[config.mk]
export PLATFORM = sky130hd
export DESIGN_NAME = ppfs_top
export DESIGN_NICKNAME = d
export VERILOG_FILES = /design/src/hw/ppfs_pin_slice.v /design/src/hw/ppfs_top.v
export VERILOG_INCLUDE_DIRS = /design/src /design/src/common
export SDC_FILE = /design/constraint.sdc
export NUM_CORES = 1
export LEC_CHECK = 0
export BUFFER_PORTS_ARGS = -buffer_cell sky130_fd_sc_hd__buf_2
export CAP_MARGIN = 20
export CORE_AREA = 2 2 505 507
export CTS_CLUSTER_DIAMETER = 30
export DETAILED_ROUTE_END_ITERATION = 7
export DIE_AREA = 0 0 507 509
export GPL_TIMING_DRIVEN = 0
export MAX_ROUTING_LAYER = met4
export PLACE_DENSITY = 0.3
export SYNTH_ARGS = -nofsm -noshare
export SYNTH_HDL_FRONTEND = slang
export SYNTH_SLANG_ARGS = --single-unit
export TNS_END_PERCENT = 5
[constraint.sdc]
create_clock -name aclk -period 2.5 [get_ports aclk]
set_input_delay 0.125 -clock aclk [delete_from_list [all_inputs] [get_ports aclk]]
set_output_delay 0.125 -clock aclk [all_outputs]
set_load 0.05 [all_outputs]
[src/common/ppfs_defs.vh]
// Notes on behaviour
// - Six-bit function select, zero means high impedance
// - Each pin register has interrupt-input select bit
// - Select clear: pin never reaches interrupt line
// - Select set: pin level drives its line
// - Port B pin 1 drives interrupt line 4
// - Port B pin 6 drives interrupt line 2
// - Port D pins 0-5 have own registers
`ifndef PPFS_DEFS_VH
`define PPFS_DEFS_VH

// Register byte offsets, one aligned word per pin
`define PPFS_OFS_PORTB1   8'h00
`define PPFS_OFS_PORTB6   8'h04
`define PPFS_OFS_PB7      8'h08
`define PPFS_OFS_PD0      8'h0C
`define PPFS_OFS_PD1      8'h10
`define PPFS_OFS_PD2      8'h14
`define PPFS_OFS_PD3      8'h18
`define PPFS_OFS_PD4      8'h1C
`define PPFS_OFS_PD5      8'h20
`define PPFS_OFS_STATUS   8'h24

// Field layout of a pin control register
`define PPFS_SEL_MSB      5
`define PPFS_SEL_LSB      0
`define PPFS_INTSEL_BIT   6
`define PPFS_REG_RESET    8'h00
`define PPFS_CODE_HIZ     6'h00

// Pin indices inside the pin vector
`define PPFS_NPINS        9
`define PPFS_IDX_PORTB1   0
`define PPFS_IDX_PORTB6   1

// Interrupt line numbers reached by the pins
`define PPFS_NLINES       16
`define PPFS_LINE_PORTB1  4
`define PPFS_LINE_PORTB6  2

// AXI responses
`define PPFS_RESP_OKAY    2'h0
`define PPFS_RESP_SLVERR  2'h2

`endif

[src/hw/ppfs_pin_slice.v]
`timescale 1ns/100ps
`include "ppfs_defs.vh"

// One pin: decode of the function select and of the interrupt select.
module ppfs_pin_slice #(
    parameter                NSIG = 64,      // Peripheral signals selectable
    parameter [NSIG-1:0]     VALID_MASK = {NSIG{1'b1}} // Codes assigned to this pin
) (
    input  wire [7:0]        ctrl,           // Pin control register
    input  wire [NSIG-1:0]   periph_out,     // Output of each selectable peripheral
    input  wire [NSIG-1:0]   periph_oe,      // Drive request of each peripheral
    input  wire              pin_in,         // Level seen on the pin
    output reg               pad_out,        // Value to drive
    output reg               pad_oe,         // Drive enable
    output reg               irq_level       // Level offered to the interrupt line
);

    wire [5:0] sel_code = ctrl[`PPFS_SEL_MSB:`PPFS_SEL_LSB]; // Function code

    // Route exactly one peripheral; zero and reserved codes leave the pin undriven
    always @* begin
        pad_out = 1'b0;
        pad_oe  = 1'b0;
        if (sel_code != `PPFS_CODE_HIZ && VALID_MASK[sel_code]) begin
            pad_out = periph_out[sel_code];
            pad_oe  = periph_oe[sel_code];
        end
    end

    // Forward the pin level only while interrupt select is set
    always @* begin
        if (ctrl[`PPFS_INTSEL_BIT]) begin
            irq_level = pin_in;
        end else begin
            irq_level = 1'b0;
        end
    end

endmodule // ppfs_pin_slice

[src/hw/ppfs_top.v]
`timescale 1ns/100ps
`include "ppfs_defs.vh"

// Pin function select block for port B pins 1,6,7 and port D pins 0-5.
module ppfs_top #(
    parameter                   NSIG = 64    // Peripheral signals per pin
) (
    input  wire                 aclk,
    input  wire                 aresetn,
    input  wire                 clk_en,
    // AXI4-Lite write address
    input  wire [7:0]           s_axi_awaddr,
    input  wire                 s_axi_awvalid,
    output reg                  s_axi_awready,
    // AXI4-Lite write data
    input  wire [31:0]          s_axi_wdata,
    input  wire [3:0]           s_axi_wstrb,
    input  wire                 s_axi_wvalid,
    output reg                  s_axi_wready,
    // AXI4-Lite write response
    output reg  [1:0]           s_axi_bresp,
    output reg                  s_axi_bvalid,
    input  wire                 s_axi_bready,
    // AXI4-Lite read address
    input  wire [7:0]           s_axi_araddr,
    input  wire                 s_axi_arvalid,
    output reg                  s_axi_arready,
    // AXI4-Lite read data
    output reg  [31:0]          s_axi_rdata,
    output reg  [1:0]           s_axi_rresp,
    output reg                  s_axi_rvalid,
    input  wire                 s_axi_rready,
    // Pins, index order: port B pins 1, 6, 7, then port D pins 0 to 5
    input  wire [`PPFS_NPINS*NSIG-1:0] periph_out,
    input  wire [`PPFS_NPINS*NSIG-1:0] periph_oe,
    input  wire [`PPFS_NPINS-1:0]      pin_in,
    output reg  [`PPFS_NPINS-1:0]      pin_out,
    output reg  [`PPFS_NPINS-1:0]      pin_oe,
    output reg  [`PPFS_NLINES-1:0]     ext_irq_line
);

    // Overview of the block
    //
    // Nine pin control registers sit behind a small register bus slave.
    // Each register is one byte inside an aligned 32-bit word:
    //   bits 5..0  function code, zero leaves the pad undriven
    //   bit  6     interrupt select, hands the pad level to a line
    //   bit  7     not stored, always reads as zero
    // Bits 31..8 of every pin word read as zero and ignore writes.
    //
    // The pad side is purely a decode of the stored byte. Each pin has
    // its own slice, so the decode of one pin can never disturb another.
    // The decoded values pass through one register stage on their way
    // out, which keeps every top-level output straight from a flop and
    // costs one cycle of latency after a register write lands.
    //
    // Only two pins have an interrupt line of their own. The select bit
    // of the other seven pins is stored and reads back, but it reaches
    // nothing; software may still use it as a spare flag.
    //
    // The status word mirrors the pad enables. It is read-only, and a
    // write to it is refused with an error response so that a driver
    // bug shows up instead of being swallowed.
    //
    // The clock enable freezes everything, the bus included. A master
    // that keeps its valid high while the enable is low simply waits;
    // no handshake is lost, because the ready pulses freeze as well.
    //
    // Reset is synchronous and wins over the clock enable, so the block
    // can be reset while it is otherwise stopped.
    //
    // Hazard: a reserved function code is not refused on the bus. It is
    // stored as written, and with VALID_MASK left at all ones the slice routes it like any other code.

    // Write channel states, one-hot
    localparam [2:0] WS_IDLE = 3'b001;
    localparam [2:0] WS_ADDR = 3'b010;       // Holding address, waiting for data
    localparam [2:0] WS_RESP = 3'b100;

    reg  [7:0]                  ctrl_ff [0:`PPFS_NPINS-1]; // Pin control registers
    reg  [2:0]                  wst_ff;      // Write state
    reg  [7:0]                  awaddr_ff;   // Latched write address
    reg                         wgot_ff;     // Write data held in the data latch
    reg  [31:0]                 wdata_ff;    // Latched write data
    reg  [3:0]                  wstrb_ff;    // Latched strobes
    wire [`PPFS_NPINS-1:0]      nxt_out;     // Decoded pad values
    wire [`PPFS_NPINS-1:0]      nxt_oe;      // Decoded pad enables
    wire [`PPFS_NPINS-1:0]      irq_lvl;     // Gated pin levels
    reg  [`PPFS_NLINES-1:0]     nxt_irq;     // Interrupt line map
    reg  [3:0]                  idx;         // Decoded register index
    reg                         hit;         // Address maps to a register

    // Address decode to a pin index; status word is read-only
    function [4:0] dec;
        input [7:0] a;
        begin
            case (a)
                `PPFS_OFS_PORTB1: dec = {1'b1, 4'd0};
                `PPFS_OFS_PORTB6: dec = {1'b1, 4'd1};
                `PPFS_OFS_PB7: dec = {1'b1, 4'd2};
                `PPFS_OFS_PD0: dec = {1'b1, 4'd3};
                `PPFS_OFS_PD1: dec = {1'b1, 4'd4};
                `PPFS_OFS_PD2: dec = {1'b1, 4'd5};
                `PPFS_OFS_PD3: dec = {1'b1, 4'd6};
                `PPFS_OFS_PD4: dec = {1'b1, 4'd7};
                `PPFS_OFS_PD5: dec = {1'b1, 4'd8};
                default:       dec = 5'h00;
            endcase
        end
    endfunction

    // One decode slice per pin
    genvar g;
    generate
        for (g = 0; g < `PPFS_NPINS; g = g + 1) begin : g_pin
            ppfs_pin_slice #(
                .NSIG       (NSIG)
            ) u_slice (
                .ctrl       (ctrl_ff[g]),
                .periph_out (periph_out[g*NSIG +: NSIG]),
                .periph_oe  (periph_oe[g*NSIG +: NSIG]),
                .pin_in     (pin_in[g]),
                .pad_out    (nxt_out[g]),
                .pad_oe     (nxt_oe[g]),
                .irq_level  (irq_lvl[g])
            );
        end
    endgenerate

    // Only pins with a documented line reach the interrupt controller
    always @* begin
        nxt_irq = {`PPFS_NLINES{1'b0}};
        nxt_irq[`PPFS_LINE_PORTB1] = irq_lvl[`PPFS_IDX_PORTB1];
        nxt_irq[`PPFS_LINE_PORTB6] = irq_lvl[`PPFS_IDX_PORTB6];
    end

    // Registered pad and interrupt outputs; one cycle behind the register
    always @(posedge aclk) begin
        if (!aresetn) begin
            pin_out      <= {`PPFS_NPINS{1'b0}};
            pin_oe       <= {`PPFS_NPINS{1'b0}};
            ext_irq_line <= {`PPFS_NLINES{1'b0}};
        end else if (clk_en) begin
            pin_out      <= nxt_out;
            pin_oe       <= nxt_oe;
            ext_irq_line <= nxt_irq;
        end
    end

    // Decode of the latched write address
    always @* begin
        {hit, idx} = dec(awaddr_ff);
    end

    // Write channel: address and data in either order, then response
    //
    // Timing seen by a master that offers both together:
    //   edge 0  both valids seen, both readies raised
    //   edge 1  both handshakes complete, register written
    //   edge 2  response valid stands until the master takes it
    // Data that arrives alone is held in the data latch until the
    // address follows; an address that arrives alone waits in the
    // address state for its data. Either way the register is written
    // exactly once, in the cycle after both halves are held.
    //
    // The address is latched on the edge at which awready is raised,
    // one edge before the handshake completes. The master must hold
    // its address until the handshake anyway, so the value is the same.
    //
    // Only byte lane 0 carries a register; a write with that strobe low
    // leaves the register alone but still answers with success.
    integer i;
    always @(posedge aclk) begin
        if (!aresetn) begin
            wst_ff        <= WS_IDLE;
            s_axi_awready <= 1'b0;
            s_axi_wready  <= 1'b0;
            s_axi_bvalid  <= 1'b0;
            s_axi_bresp   <= `PPFS_RESP_OKAY;
            awaddr_ff     <= 8'h00;
            wgot_ff       <= 1'b0;
            wdata_ff      <= 32'h0000_0000;
            wstrb_ff      <= 4'h0;
            for (i = 0; i < `PPFS_NPINS; i = i + 1) begin
                ctrl_ff[i] <= `PPFS_REG_RESET;
            end
        end else if (clk_en) begin
            s_axi_awready <= 1'b0;
            s_axi_wready  <= 1'b0;
            case (wst_ff)
                WS_IDLE: begin
                    // Take data early, whether it arrives alone or with the address
                    if (s_axi_wvalid && !wgot_ff && !s_axi_wready) begin
                        s_axi_wready <= 1'b1;
                        wdata_ff     <= s_axi_wdata;
                        wstrb_ff     <= s_axi_wstrb;
                        wgot_ff      <= 1'b1;
                    end
                    if (s_axi_awvalid && !s_axi_awready) begin
                        s_axi_awready <= 1'b1;
                        awaddr_ff     <= s_axi_awaddr;
                        wst_ff        <= WS_ADDR;
                    end
                end
                WS_ADDR: begin
                    if (wgot_ff) begin
                        // Byte lane 0 holds the whole register
                        if (hit && wstrb_ff[0]) begin
                            ctrl_ff[idx] <= {1'b0, wdata_ff[6:0]};
                        end
                        s_axi_bresp  <= hit ? `PPFS_RESP_OKAY : `PPFS_RESP_SLVERR;
                        s_axi_bvalid <= 1'b1;
                        wgot_ff      <= 1'b0;
                        wst_ff       <= WS_RESP;
                    end else if (s_axi_wvalid && !s_axi_wready) begin
                        s_axi_wready <= 1'b1;
                        wdata_ff     <= s_axi_wdata;
                        wstrb_ff     <= s_axi_wstrb;
                        wgot_ff      <= 1'b1;
                    end
                end
                WS_RESP: begin
                    if (s_axi_bready) begin
                        s_axi_bvalid <= 1'b0;
                        wst_ff       <= WS_IDLE;
                    end
                end
                default: begin
                    wst_ff <= WS_IDLE;
                end
            endcase
        end
    end

    // Read channel: arready and rvalid raised together, data in the same cycle
    //
    // The read data is captured together with arready, so rvalid rises
    // at the edge that raises arready, one edge before the address handshake completes. A new address is
    // not looked at while an answer stands, which limits the slave to
    // one read at a time. That trade keeps the channel to two flops of
    // state and no queue, at the cost of throughput nobody needs here.
    reg  [4:0] rdec;                         // Read address decode
    reg  [31:0] rword;                       // Read value
    always @* begin
        rdec  = dec(s_axi_araddr);
        rword = 32'h0000_0000;
        if (rdec[4]) begin
            rword = {24'h00_0000, ctrl_ff[rdec[3:0]]};
        end else if (s_axi_araddr == `PPFS_OFS_STATUS) begin
            // Status shows the live pad enables, the block's own state
            rword = {23'h00_0000, pin_oe};
        end
    end

    always @(posedge aclk) begin
        if (!aresetn) begin
            s_axi_arready <= 1'b0;
            s_axi_rvalid  <= 1'b0;
            s_axi_rdata   <= 32'h0000_0000;
            s_axi_rresp   <= `PPFS_RESP_OKAY;
        end else if (clk_en) begin
            s_axi_arready <= 1'b0;
            if (s_axi_rvalid) begin
                if (s_axi_rready) begin
                    s_axi_rvalid <= 1'b0;
                end
            end else if (s_axi_arvalid && !s_axi_arready) begin
                s_axi_arready <= 1'b1;
                s_axi_rvalid  <= 1'b1;
                s_axi_rdata   <= rword;
                s_axi_rresp   <= (rdec[4] || s_axi_araddr == `PPFS_OFS_STATUS) ?
                                 `PPFS_RESP_OKAY : `PPFS_RESP_SLVERR;
            end
        end
    end

endmodule // ppfs_top

==> results of run 1 <==
[final cells by class]
type	instances	area [sq um]	share of cell area (%)
clock buffer	18	429.2	1.535
buffer	153	1403	5.015
antenna	108	270.3	0.9664
tap	3366	4212	15.06
multi-input combinational	951	11670	41.74
clock inverter	14	123.9	0.4429
sequential	119	3013	10.77
timing repair buffer	1274	6802	24.32
inverter	10	41.29	0.1476
[metal layers]
metal | global-route usage (%) | up-vias | wire [um] | part of all wire (%)
met5 | - | - | 0 | 0
met4 | 3.740 | 0 | 5644 | 3.4
met3 | 3.684 | 200 | 14270 | 8.6
met2 | 20.83 | 1172 | 77720 | 47
met1 | 15.18 | 9077 | 68480 | 41
li1 | - | 7818 | - | -
[registers in the layout, indices dropped and copies added, names as in the netlist]
register       flops
ctrl_ff           63
s_axi_rvalid       1
wst_ff             3
pin_out            9
awaddr_ff          8
wdata_ff           7
s_axi_rresp        1
wstrb_ff           1
s_axi_bvalid       1
s_axi_awready      1
wgot_ff            1
s_axi_bresp        1
s_axi_rdata        9
s_axi_wready       1
ext_irq_line       2
s_axi_arready      1
pin_oe             9
[report_power, final]
part | leakage [nW] | switching [W] | total (W) | internal (W)
Combinational | 9.62 | 0.00189 | 0.00369 | 0.00180
Sequential | 1.11 | 0.000184 | 0.00232 | 0.00214
Clock | 0.261 | 0.00128 | 0.00266 | 0.00137
Total | 11.0 | 0.00335 | 0.00867 | 0.00531
[worst max-delay path, stage by stage, from the launching register on]
cell and delay (ns):
edfxtp_1 0.63, buf_4 0.30, buf_8 0.15, mux4_2 0.47, mux2_2 0.28, a22oi_1 0.26, nand2_1 0.10, o211a_1 0.15
[repair_timing]
| action | in CTS | in global routing |
|---|---|---|
| buffers inserted | 16 | 3 |
| setup endpoints to repair | 128 | 59 |
| hold buffers | 19 | 0 |
| hold endpoints to repair | 19 | 0 |
| pin swaps | 3 | 2 |
| resized for setup | 201 | 28 |
| gates cloned | 0 | 0 |
[how the worst max path moves through the flow]
stage / slack [ns] / to / depth (start not counted) / start
2_1_floorplan: 0.41 / ctrl_ff[1][0] / 6 / wst_ff[1]
3_3_place_gp: -1.76 / pin_out[2] / 7 / ctrl_ff[2][1]
3_5_place_dp: -1.78 / pin_out[2] / 7 / ctrl_ff[2][1]
4_1_cts: -0.11 / pin_out[8] / 8 / ctrl_ff[8][0]
5_1_grt: -0.10 / pin_oe[0] / 6 / ctrl_ff[0][1]
6_report: 0.04 / s_axi_rdata[1] / 7 / ctrl_ff[0][1]
[through the flow]
| step | total power, W | area, sq um | instances |
|---|---|---|---|
| after detailed placement | 0.005972 | 25890 | 5843 |
| after floorplan | 0.003838 | 15290 | 1241 |
| after CTS | 0.008957 | 27520 | 5902 |
| final | 0.008668 | 27970 | 6013 |
| after global routing | 0.009166 | 27920 | 5994 |
| after global placement | 0.005915 | 25600 | 5826 |
[cells by family (layout without fill, tap and decap cells)]
group,count (synthesis),count (layout)
other,1,147
AOI/OAI and AO/OA,175,175
DFF,119,119
xor gates and xnor gates,2,2
buffers and inverters,171,1469
muxes,435,435
and+or+nand+nor,300,300
[layout by cell type (no fill, tap or decap), types with 7 or more instances in the layout]
master	Yosys	layout
clkbuf_1	53	22
o21ai_0	19	18
a221o_1	12	12
nand2b_1	18	11
o221ai_1	11	11
buf_12	1	23
a21oi_1	25	25
diode_2	0	108
buf_6	6	17
nor3_1	15	12
nand2_1	60	60
nand4_1	10	10
mux2i_1	118	97
o211ai_1	14	14
a31oi_1	8	7
buf_16	0	7
nand2b_2	0	7
dlygate4sd3_1	0	19
clkbuf_16	0	17
edfxtp_1	63	63
nor2b_1	40	38
a22oi_1	17	17
mux2_2	16	16
mux4_2	293	293
buf_8	0	16
mux2i_4	0	17
nor2_1	21	21
buf_2	29	1229
inv_1	8	7
conb_1	1	39
and2_1	69	69
buf_4	58	65
a21boi_0	7	7
mux4_1	8	8
dfxtp_1	56	56
clkbuf_2	1	15
o22ai_1	19	19
nand3_1	20	20
==> flow_summary.json, run 1 <==
{
  "worst_pin_slew_ns": 1.055,
  "rsz0062_at_grt": "true",
  "netlist_top_cells_count": "mux4_2 (293), mux2i_1 (118), and2_1 (69)",
  "ys_seq_area_share_pct": 19.90,
  "synth-simple-area-share_pct": 11.33,
  "coreArea_sq_mm": 0.2528,
  "synth_top_family_by_area": "multiplexers",
  "slew_headroom_pct": 29.69,
  "finalClockSkew_ns": 0.04531,
  "holdCritStartpoint": "s_axi_araddr[5]",
  "grt-ovfl-total": 0,
  "drt_iter0_markers": 1069,
  "dp_hpwl_um": 148000,
  "maxCapViolCount": 0,
  "yosys.area.top_type": "mux4_2",
  "grt_max_degree": 17,
  "finalSetupTns_ns": 0,
  "synth_xor_area_share_pct": 0.1157,
  "critPathKind": "register to register",
  "power_density_mw_per_mm2": 310.0,
  "synthMuxAreaShare_pct": 53.95,
  "final_antenna_net_count": 0,
  "startpoint_type": "register",
  "cts_tree": "yes",
  "via_per_inst": 3.038,
  "yosysUniqueCellTypes": 68,
  "start_util_pct": 5.991,
  "hold_slack_ns": 0.1084,
  "final_layout_size_suffix_gt1_share_pct": 70.22,
  "status": "complete, no violations",
  "synthCells": 1203,
  "finalSetupViolCount": 0,
  "post-route-util_pct": 11.06,
  "synth-compound-area-share_pct": 8.353,
  "drt_first_pass_iters": 5,
  "crit-reg2reg-capture": "s_axi_rdata[1]",
  "r2r-start": "ctrl_ff[0][1]",
  "holdPathStages": 3,
  "period_share_pct": 98.58,
  "cp.arrival_ns": 2.84,
  "hold_viol": 0,
  "syn_area_per_cell_sq_um": 12.59,
  "min_period_ns": 2.464,
  "vias": 18270,
  "yosys-top-cells-area": "mux4_2 (44%), edfxtp_1 (12%), mux2i_1 (7.8%)",
  "clockBufferDepth": 2,
  "avgRoutedWirePerCell_um": 27.62,
  "synth_seq_cells": 119,
  "fmax_mhz": 405.8,
  "synth_enable_flop_cells": 63,
  "die_y_um": 509,
  "grt_use_total_pct": 12.77,
  "reg2reg_depth": 7,
  "synth_top_area_share_pct": 43.58,
  "dieArea_sq_mm": 0.2581,
  "clkLatencyLatePin_ns": 0.53,
  "drt-total-wl_um": 166100,
  "die_w_um": 507,
  "leakage_nw": 10.99,
  "clkSinkCount": 119,
  "crit_fanout": 6,
  "syn2layout_area_growth_pct": 84.68,
  "h-tree-depth": 4,
  "nNetsFinal": 3747,
  "yosysMostFrequentCell": "mux4_2",
  "drc": 0,
  "cp-end-kind": "register",
  "place_ws_ns": -1.778,
  "grt_pass1_wl_um": 206700,
  "fill_cells": 29400,
  "critPathRequiredTime_ns": 2.88,
  "antenna_found_initial": 137,
  "synth_warnings": 0,
  "ys.flop_type": "edfxtp_1",
  "ios": 1296,
  "num_rows": 185,
  "ff2ff_setup_slack_ns": 0.04,
  "vdd_drop_max_mv": 0.4216,
  "cts_root_buf": "clkbuf_16",
  "hold_path_class": "input pin to register",
  "async_flop_share_pct": 0,
  "grt_pass1_vias": 19710,
  "drv_slew": 0,
  "path_clk_slew_ns": 0.06,
  "io_buffer_count": 1219,
  "synth_area_sq_mm": 0.01514,
  "worst_slack_ns": 0.03556,
  "hold_path_end": "s_axi_rdata[2]",
  "synth-adder-area-share_pct": 0,
  "gp_congestion": 0.9228,
  "numCtsBuffers": 17
}
Note: power is estimated with default switching activity, not from simulation.
==> run 2: changes to the inputs <==
CORE_AREA = 2 2 499 501   (was 2 2 505 507)
DIE_AREA = 0 0 501 503   (was 0 0 507 509)
SYNTH_HIERARCHICAL = 1   (was default)
==> flow_summary.json, run 2 <==
{
  "grt_pass1_wl_um": 187400,
  "grt_max_degree": 17,
  "fill_cells": 28530,
  "vdd_drop_max_mv": 0.3781,
  "holdCritStartpoint": "clk_en",
  "final-seq-area_sq_mm": 0.003013,
  "dpl_cell_area_sq_mm": 0.02616,
  "numCtsBuffers": 17,
  "fmax_mhz": 393.8,
  "final_common_cell": "buf_2",
  "critPathKind": "register to register",
  "startpoint_type": "register",
  "h-tree-depth": 4,
  "cp-end-kind": "register",
  "vias": 18710,
  "grt_use_total_pct": 11.60,
  "hold_viol": 0,
  "rsz0062_at_grt": "true",
  "hold_path_class": "input pin to register",
  "num_rows": 183,
  "nNetsFinal": 3871,
  "largest_reg_flops": 63,
  "antenna_found_initial": 124,
  "grt-ovfl-total": 0,
  "cts_tree": "yes",
  "finalSetupViolCount": 4,
  "ios": 1296,
  "violations": "negative setup slack",
  "ff2ff_setup_slack_ns": -0.04,
  "cp_slowest_stage_delay_ns": 0.63,
  "worst_pin_slew_ns": 1.020,
  "grt_pass1_vias": 19280,
  "synth_warnings": 6,
  "power.total_w": 0.008636,
  "cp_slowest_cell": "mux4_2",
  "crit-reg2reg-capture": "pin_out[8]",
  "die_y_um": 503,
  "synth_area_sq_mm": 0.01565,
  "mostFrequentLayoutCells": "buf_2 (1232), mux4_2 (237), buf_4 (95), nand2_1 (83), mux2i_1 (77)",
  "path_buf_inv": 1,
  "slew_headroom_pct": 31.98,
  "leakage_nw": 11.63,
  "drt_first_pass_iters": 5,
  "critPathRequiredTime_ns": 2.88,
  "hold_path_end": "pin_oe[8]",
  "critPathTopFamily": "multiplexers",
  "drt-total-wl_um": 149100,
  "via_per_inst": 3.135,
  "syn2layout_area_growth_pct": 83.07,
  "dp_hpwl_um": 132200,
  "reg2reg_depth": 7,
  "final_layout_size_suffix_gt1_share_pct": 67.86,
  "min_period_ns": 2.539,
  "r2r-start": "ctrl_ff[8][0]",
  "crit_fanout": 8,
  "avgRoutedWirePerCell_um": 24.97,
  "coreArea_sq_mm": 0.2471,
  "clockBufferDepth": 2,
  "drt_iter0_markers": 984,
  "crit_chain": "buf_12, mux4_2, mux2_2, a211o_1, a32o_2, mux2i_1, nor2b_1",
  "drc": 0,
  "period_share_pct": 101.6,
  "clkSinkCount": 119,
  "maxCapViolCount": 0,
  "start_util_pct": 6.334,
  "clkLatencyLatePin_ns": 0.52,
  "synthCells": 1287,
  "holdPathStages": 3,
  "final_antenna_net_count": 0,
  "place_ws_ns": -1.521,
  "worst_slack_ns": -0.03912,
  "cp.arrival_ns": 2.92,
  "gp_congestion": 0.8618,
  "stdcell_area_sq_mm": 0.02865,
  "syn_area_per_cell_sq_um": 12.16,
  "multi_input_area_sq_mm": 0.01214,
  "power_density_mw_per_mm2": 301.4,
  "largest_register": "ctrl_ff",
  "drv_slew": 0,
  "path_clk_slew_ns": 0.07,
  "io_buffer_count": 1218,
  "dieArea_sq_mm": 0.2520,
  "finalClockSkew_ns": 0.04282,
  "die_w_um": 501,
  "cts_root_buf": "clkbuf_16",
  "status": "finished, violations left"
}
-- run 2: changes by cell type in the layout (fill, tap and decap cells not counted), moves of 18 or more --
cell / change
nand3b_1: +19
nor2_1: +18
nor2b_1: +26
buf_4: +30
o22ai_1: -18
nand2_1: +23
mux2_2: +23
mux4_1: +50
mux2i_1: -20
mux4_2: -56
diode_2: -39
-- run 2: final cells by class --
type                    instances  area share [%]
well taps                    3237           14.14
multi-input cells            1033           42.37
clock inverters                15          0.4629
clock buffers                  17           1.485
flip-flops and latches        119           10.52
inverters                       3         0.03931
plain buffers                 163           5.018
repair buffers               1313           25.37
diodes                         69          0.6027
-- run 2: metal layers --
layer | vias up | track usage, % | wire (um)
met2 | 1142 | 18.85 | 70330
li1 | 8122 | - | -
met3 | 190 | 2.756 | 10350
met5 | - | - | 0
met1 | 9259 | 14.05 | 63290
met4 | 0 | 3.830 | 5081
-- run 2: timing repair --
item	in CTS	in global routing
endpoints found under the hold margin	21	0
cloned	0	2
setup buffers	40	23
hold buffers	20	0
pin swaps	8	20
gates resized for setup	166	94
endpoints found under the setup margin	88	66
-- run 2: worst min-delay path: cells and delay by family --
family / cells / cell delay (ns)
buffers and inverters: 1 / 0.19
multiplexers: 1 / 0.15
AND/OR/NAND/NOR: 1 / 0.09
-- run 2: where the power goes --
part           leakage [nW]  switching, W  total, W  internal, W
Clock                 0.276       0.00135   0.00266      0.00131
Sequential             1.11      0.000152   0.00229      0.00214
Combinational          10.2       0.00180   0.00368      0.00188
Total                  11.6       0.00330   0.00864      0.00534
-- run 2: how the worst max path moves through the flow --
| stage | from | end | depth (start not counted) |
|---|---|---|---|
| CTS | ctrl_ff[0][0] | pin_oe[0] | 10 |
| finish | ctrl_ff[8][0] | pin_out[8] | 7 |
| global route | ctrl_ff[8][0] | pin_out[8] | 7 |
| detailed placement | ctrl_ff[7][4] | pin_out[7] | 7 |
| global placement | ctrl_ff[4][4] | pin_oe[4] | 8 |
| floorplan | ctrl_ff[3][0] | pin_out[3] | 7 |
-- run 2: stage by stage --
| stage | hold WS, ns | util (%) | setup TNS [ns] | cells |
|---|---|---|---|---|
| floorplan | 0.2800 | - | 0 | 1325 |
| global placement | 0.3855 | 10.50 | -36.30 | 5780 |
| detailed placement | 0.3887 | 10.59 | -28.58 | 5790 |
| CTS | 0.06010 | 11.30 | -1.032 | 5875 |
| global route | 0.1050 | 11.58 | -1.100 | 5956 |
| finish | 0.1073 | 11.60 | -0.08046 | 5969 |
==> run 3: changes to the inputs <==
RECOVER_POWER = 100   (was default)
==> flow_summary.json, run 3 (synthesis results as in run 2) <==
{
  "leakage_nw": 11.40,
  "drv_slew": 0,
  "crit_fanout": 8,
  "cp-startpoint": "ctrl_ff[8][0]",
  "critPathKind": "register to register",
  "worst_pin_slew_ns": 1.105,
  "rsz0062_at_grt": "true",
  "drt_first_pass_iters": 5,
  "final_cell_count_no_fill": 5972,
  "drt_iter0_markers": 916,
  "hold_path_class": "input pin to register",
  "final_common_cell": "buf_2",
  "grt_pass1_vias": 19280,
  "hold_viol": 0,
  "holdCritStartpoint": "clk_en",
  "place_inst": 5790,
  "fmax_mhz": 393.3,
  "ios": 1296,
  "largest_reg_flops": 63,
  "r2r-start": "ctrl_ff[8][0]",
  "cp.arrival_ns": 2.92,
  "grt_use_total_pct": 11.60,
  "switching_share_pct": 38.21,
  "numCtsBuffers": 17,
  "period_share_pct": 101.7,
  "cts_root_buf": "clkbuf_16",
  "status": "finished, violations left",
  "vias": 18640,
  "io_buffer_count": 1218,
  "antenna_found_initial": 124,
  "grt_pass1_wl_um": 187400,
  "cts_tree": "yes",
  "avgRoutedWirePerCell_um": 24.95,
  "mostFrequentLayoutCells": "buf_2 (1192), mux4_2 (237), buf_4 (90), nand2_1 (83), mux2i_1 (77)",
  "violations": "negative setup slack",
  "clkLatencyLatePin_ns": 0.52,
  "die_w_um": 501,
  "comb_power_share_pct": 42.5,
  "p_sw_w": 0.003294,
  "reg2reg_depth": 7,
  "power.total_w": 0.008620,
  "coreArea_sq_mm": 0.2471,
  "holdPathStages": 3,
  "critPathRequiredTime_ns": 2.88,
  "h-tree-depth": 4,
  "dieArea_sq_mm": 0.2520,
  "syn2layout_area_growth_pct": 82.39,
  "startpoint_type": "register",
  "internal_power_w": 0.005326,
  "drc": 0,
  "grt_max_degree": 17,
  "worst_slack_ns": -0.04239,
  "grt-ovfl-total": 0,
  "hold_path_end": "pin_oe[8]",
  "via_per_inst": 3.122,
  "nNetsFinal": 3871,
  "largest_register": "ctrl_ff",
  "fill_cells": 28560,
  "final_layout_size_suffix_gt1_share_pct": 66.13,
  "num_rows": 183,
  "finalClockSkew_ns": 0.04301,
  "clockBufferDepth": 2,
  "ff2ff_setup_slack_ns": -0.04,
  "dp_hpwl_um": 132200,
  "crit-reg2reg-capture": "pin_out[8]",
  "maxCapViolCount": 0,
  "start_util_pct": 6.334,
  "clkSinkCount": 119,
  "finalSetupViolCount": 3,
  "clockPowerShare_pct": 30.9,
  "slew_headroom_pct": 26.32,
  "final_antenna_net_count": 0,
  "finalSetupTns_ns": -0.07508,
  "path_clk_slew_ns": 0.07,
  "gp_congestion": 0.8618,
  "die_y_um": 503,
  "cp-end-kind": "register",
  "power_density_mw_per_mm2": 302.0,
  "drt-total-wl_um": 149000,
  "min_period_ns": 2.542,
  "vdd_drop_max_mv": 0.3770,
  "power_frac_seq_pct": 26.6
}
## run 3: layout make-up
cell class                 instances  area (sq um)  area share [%]
buffer                           163          1425           4.993
clock inverter                    15         132.6          0.4647
multi-input combinational       1033         12090           42.37
sequential                       119          3013           10.56
tap                             3237          4050           14.19
timing repair buffer            1313          7212           25.27
antenna                           72         180.2          0.6312
clock buffer                      17         425.4           1.490
inverter                           3         11.26         0.03945
## run 3: repair_timing
| item | 4_1_cts | 5_1_grt |
|---|---|---|
| hold buffers | 20 | 0 |
| buffers inserted | 40 | 23 |
| endpoints found under the hold margin | 21 | 0 |
| setup endpoints to repair | 88 | 66 |
| resized for setup | 166 | 94 |
| cloned | 0 | 2 |
| pin swaps | 8 | 20 |
## run 3: worst max-delay path by stage
stage | end | slack, ns
after floorplan | pin_out[3] | 0.35
after global placement | pin_oe[4] | -1.92
after detailed placement | pin_out[7] | -1.52
after CTS | pin_oe[0] | -0.16
after global routing | pin_out[6] | -0.14
final | pin_out[8] | -0.04
## run 3: metrics by stage
stage	cell area [sq um]	setup WS [ns]	util [%]	hold slack [ns]
after floorplan	15790	0.3483	-	0.2800
after global placement	25940	-1.919	10.50	0.3855
after detailed placement	26160	-1.521	10.59	0.3887
after CTS	27920	-0.1573	11.30	0.06010
after global routing	28500	-0.1393	11.54	0.1049
final	28540	-0.04239	11.55	0.1126
## run 3: power by group through the flow
stage	Clock, W	Sequential (W)	Combinational, W
2_1_floorplan	0	0.00237	0.00154
3_3_place_gp	0	0.00239	0.00342
3_5_place_dp	0	0.00239	0.00346
4_1_cts	0.00281	0.00232	0.00368
5_1_grt	0.00286	0.00231	0.00395
6_report	0.00267	0.00229	0.00366
## run 3: worst max-delay path, stage by stage, from the launching register on
cell      delay, ns
edfxtp_1       0.49
buf_12         0.19
mux4_2         0.63
mux2_2         0.30
a211o_1        0.31
a32o_2         0.30
mux2i_1        0.13
nor2b_1        0.06
## run 3: layer usage
metal	wire length, um	global-route usage, %	vias to the layer above
met2	70980	18.85	1090
met1	63430	14.05	9261
met3	10070	2.756	178
met4	4514	3.830	0
met5	0	-	-
li1	-	-	8115
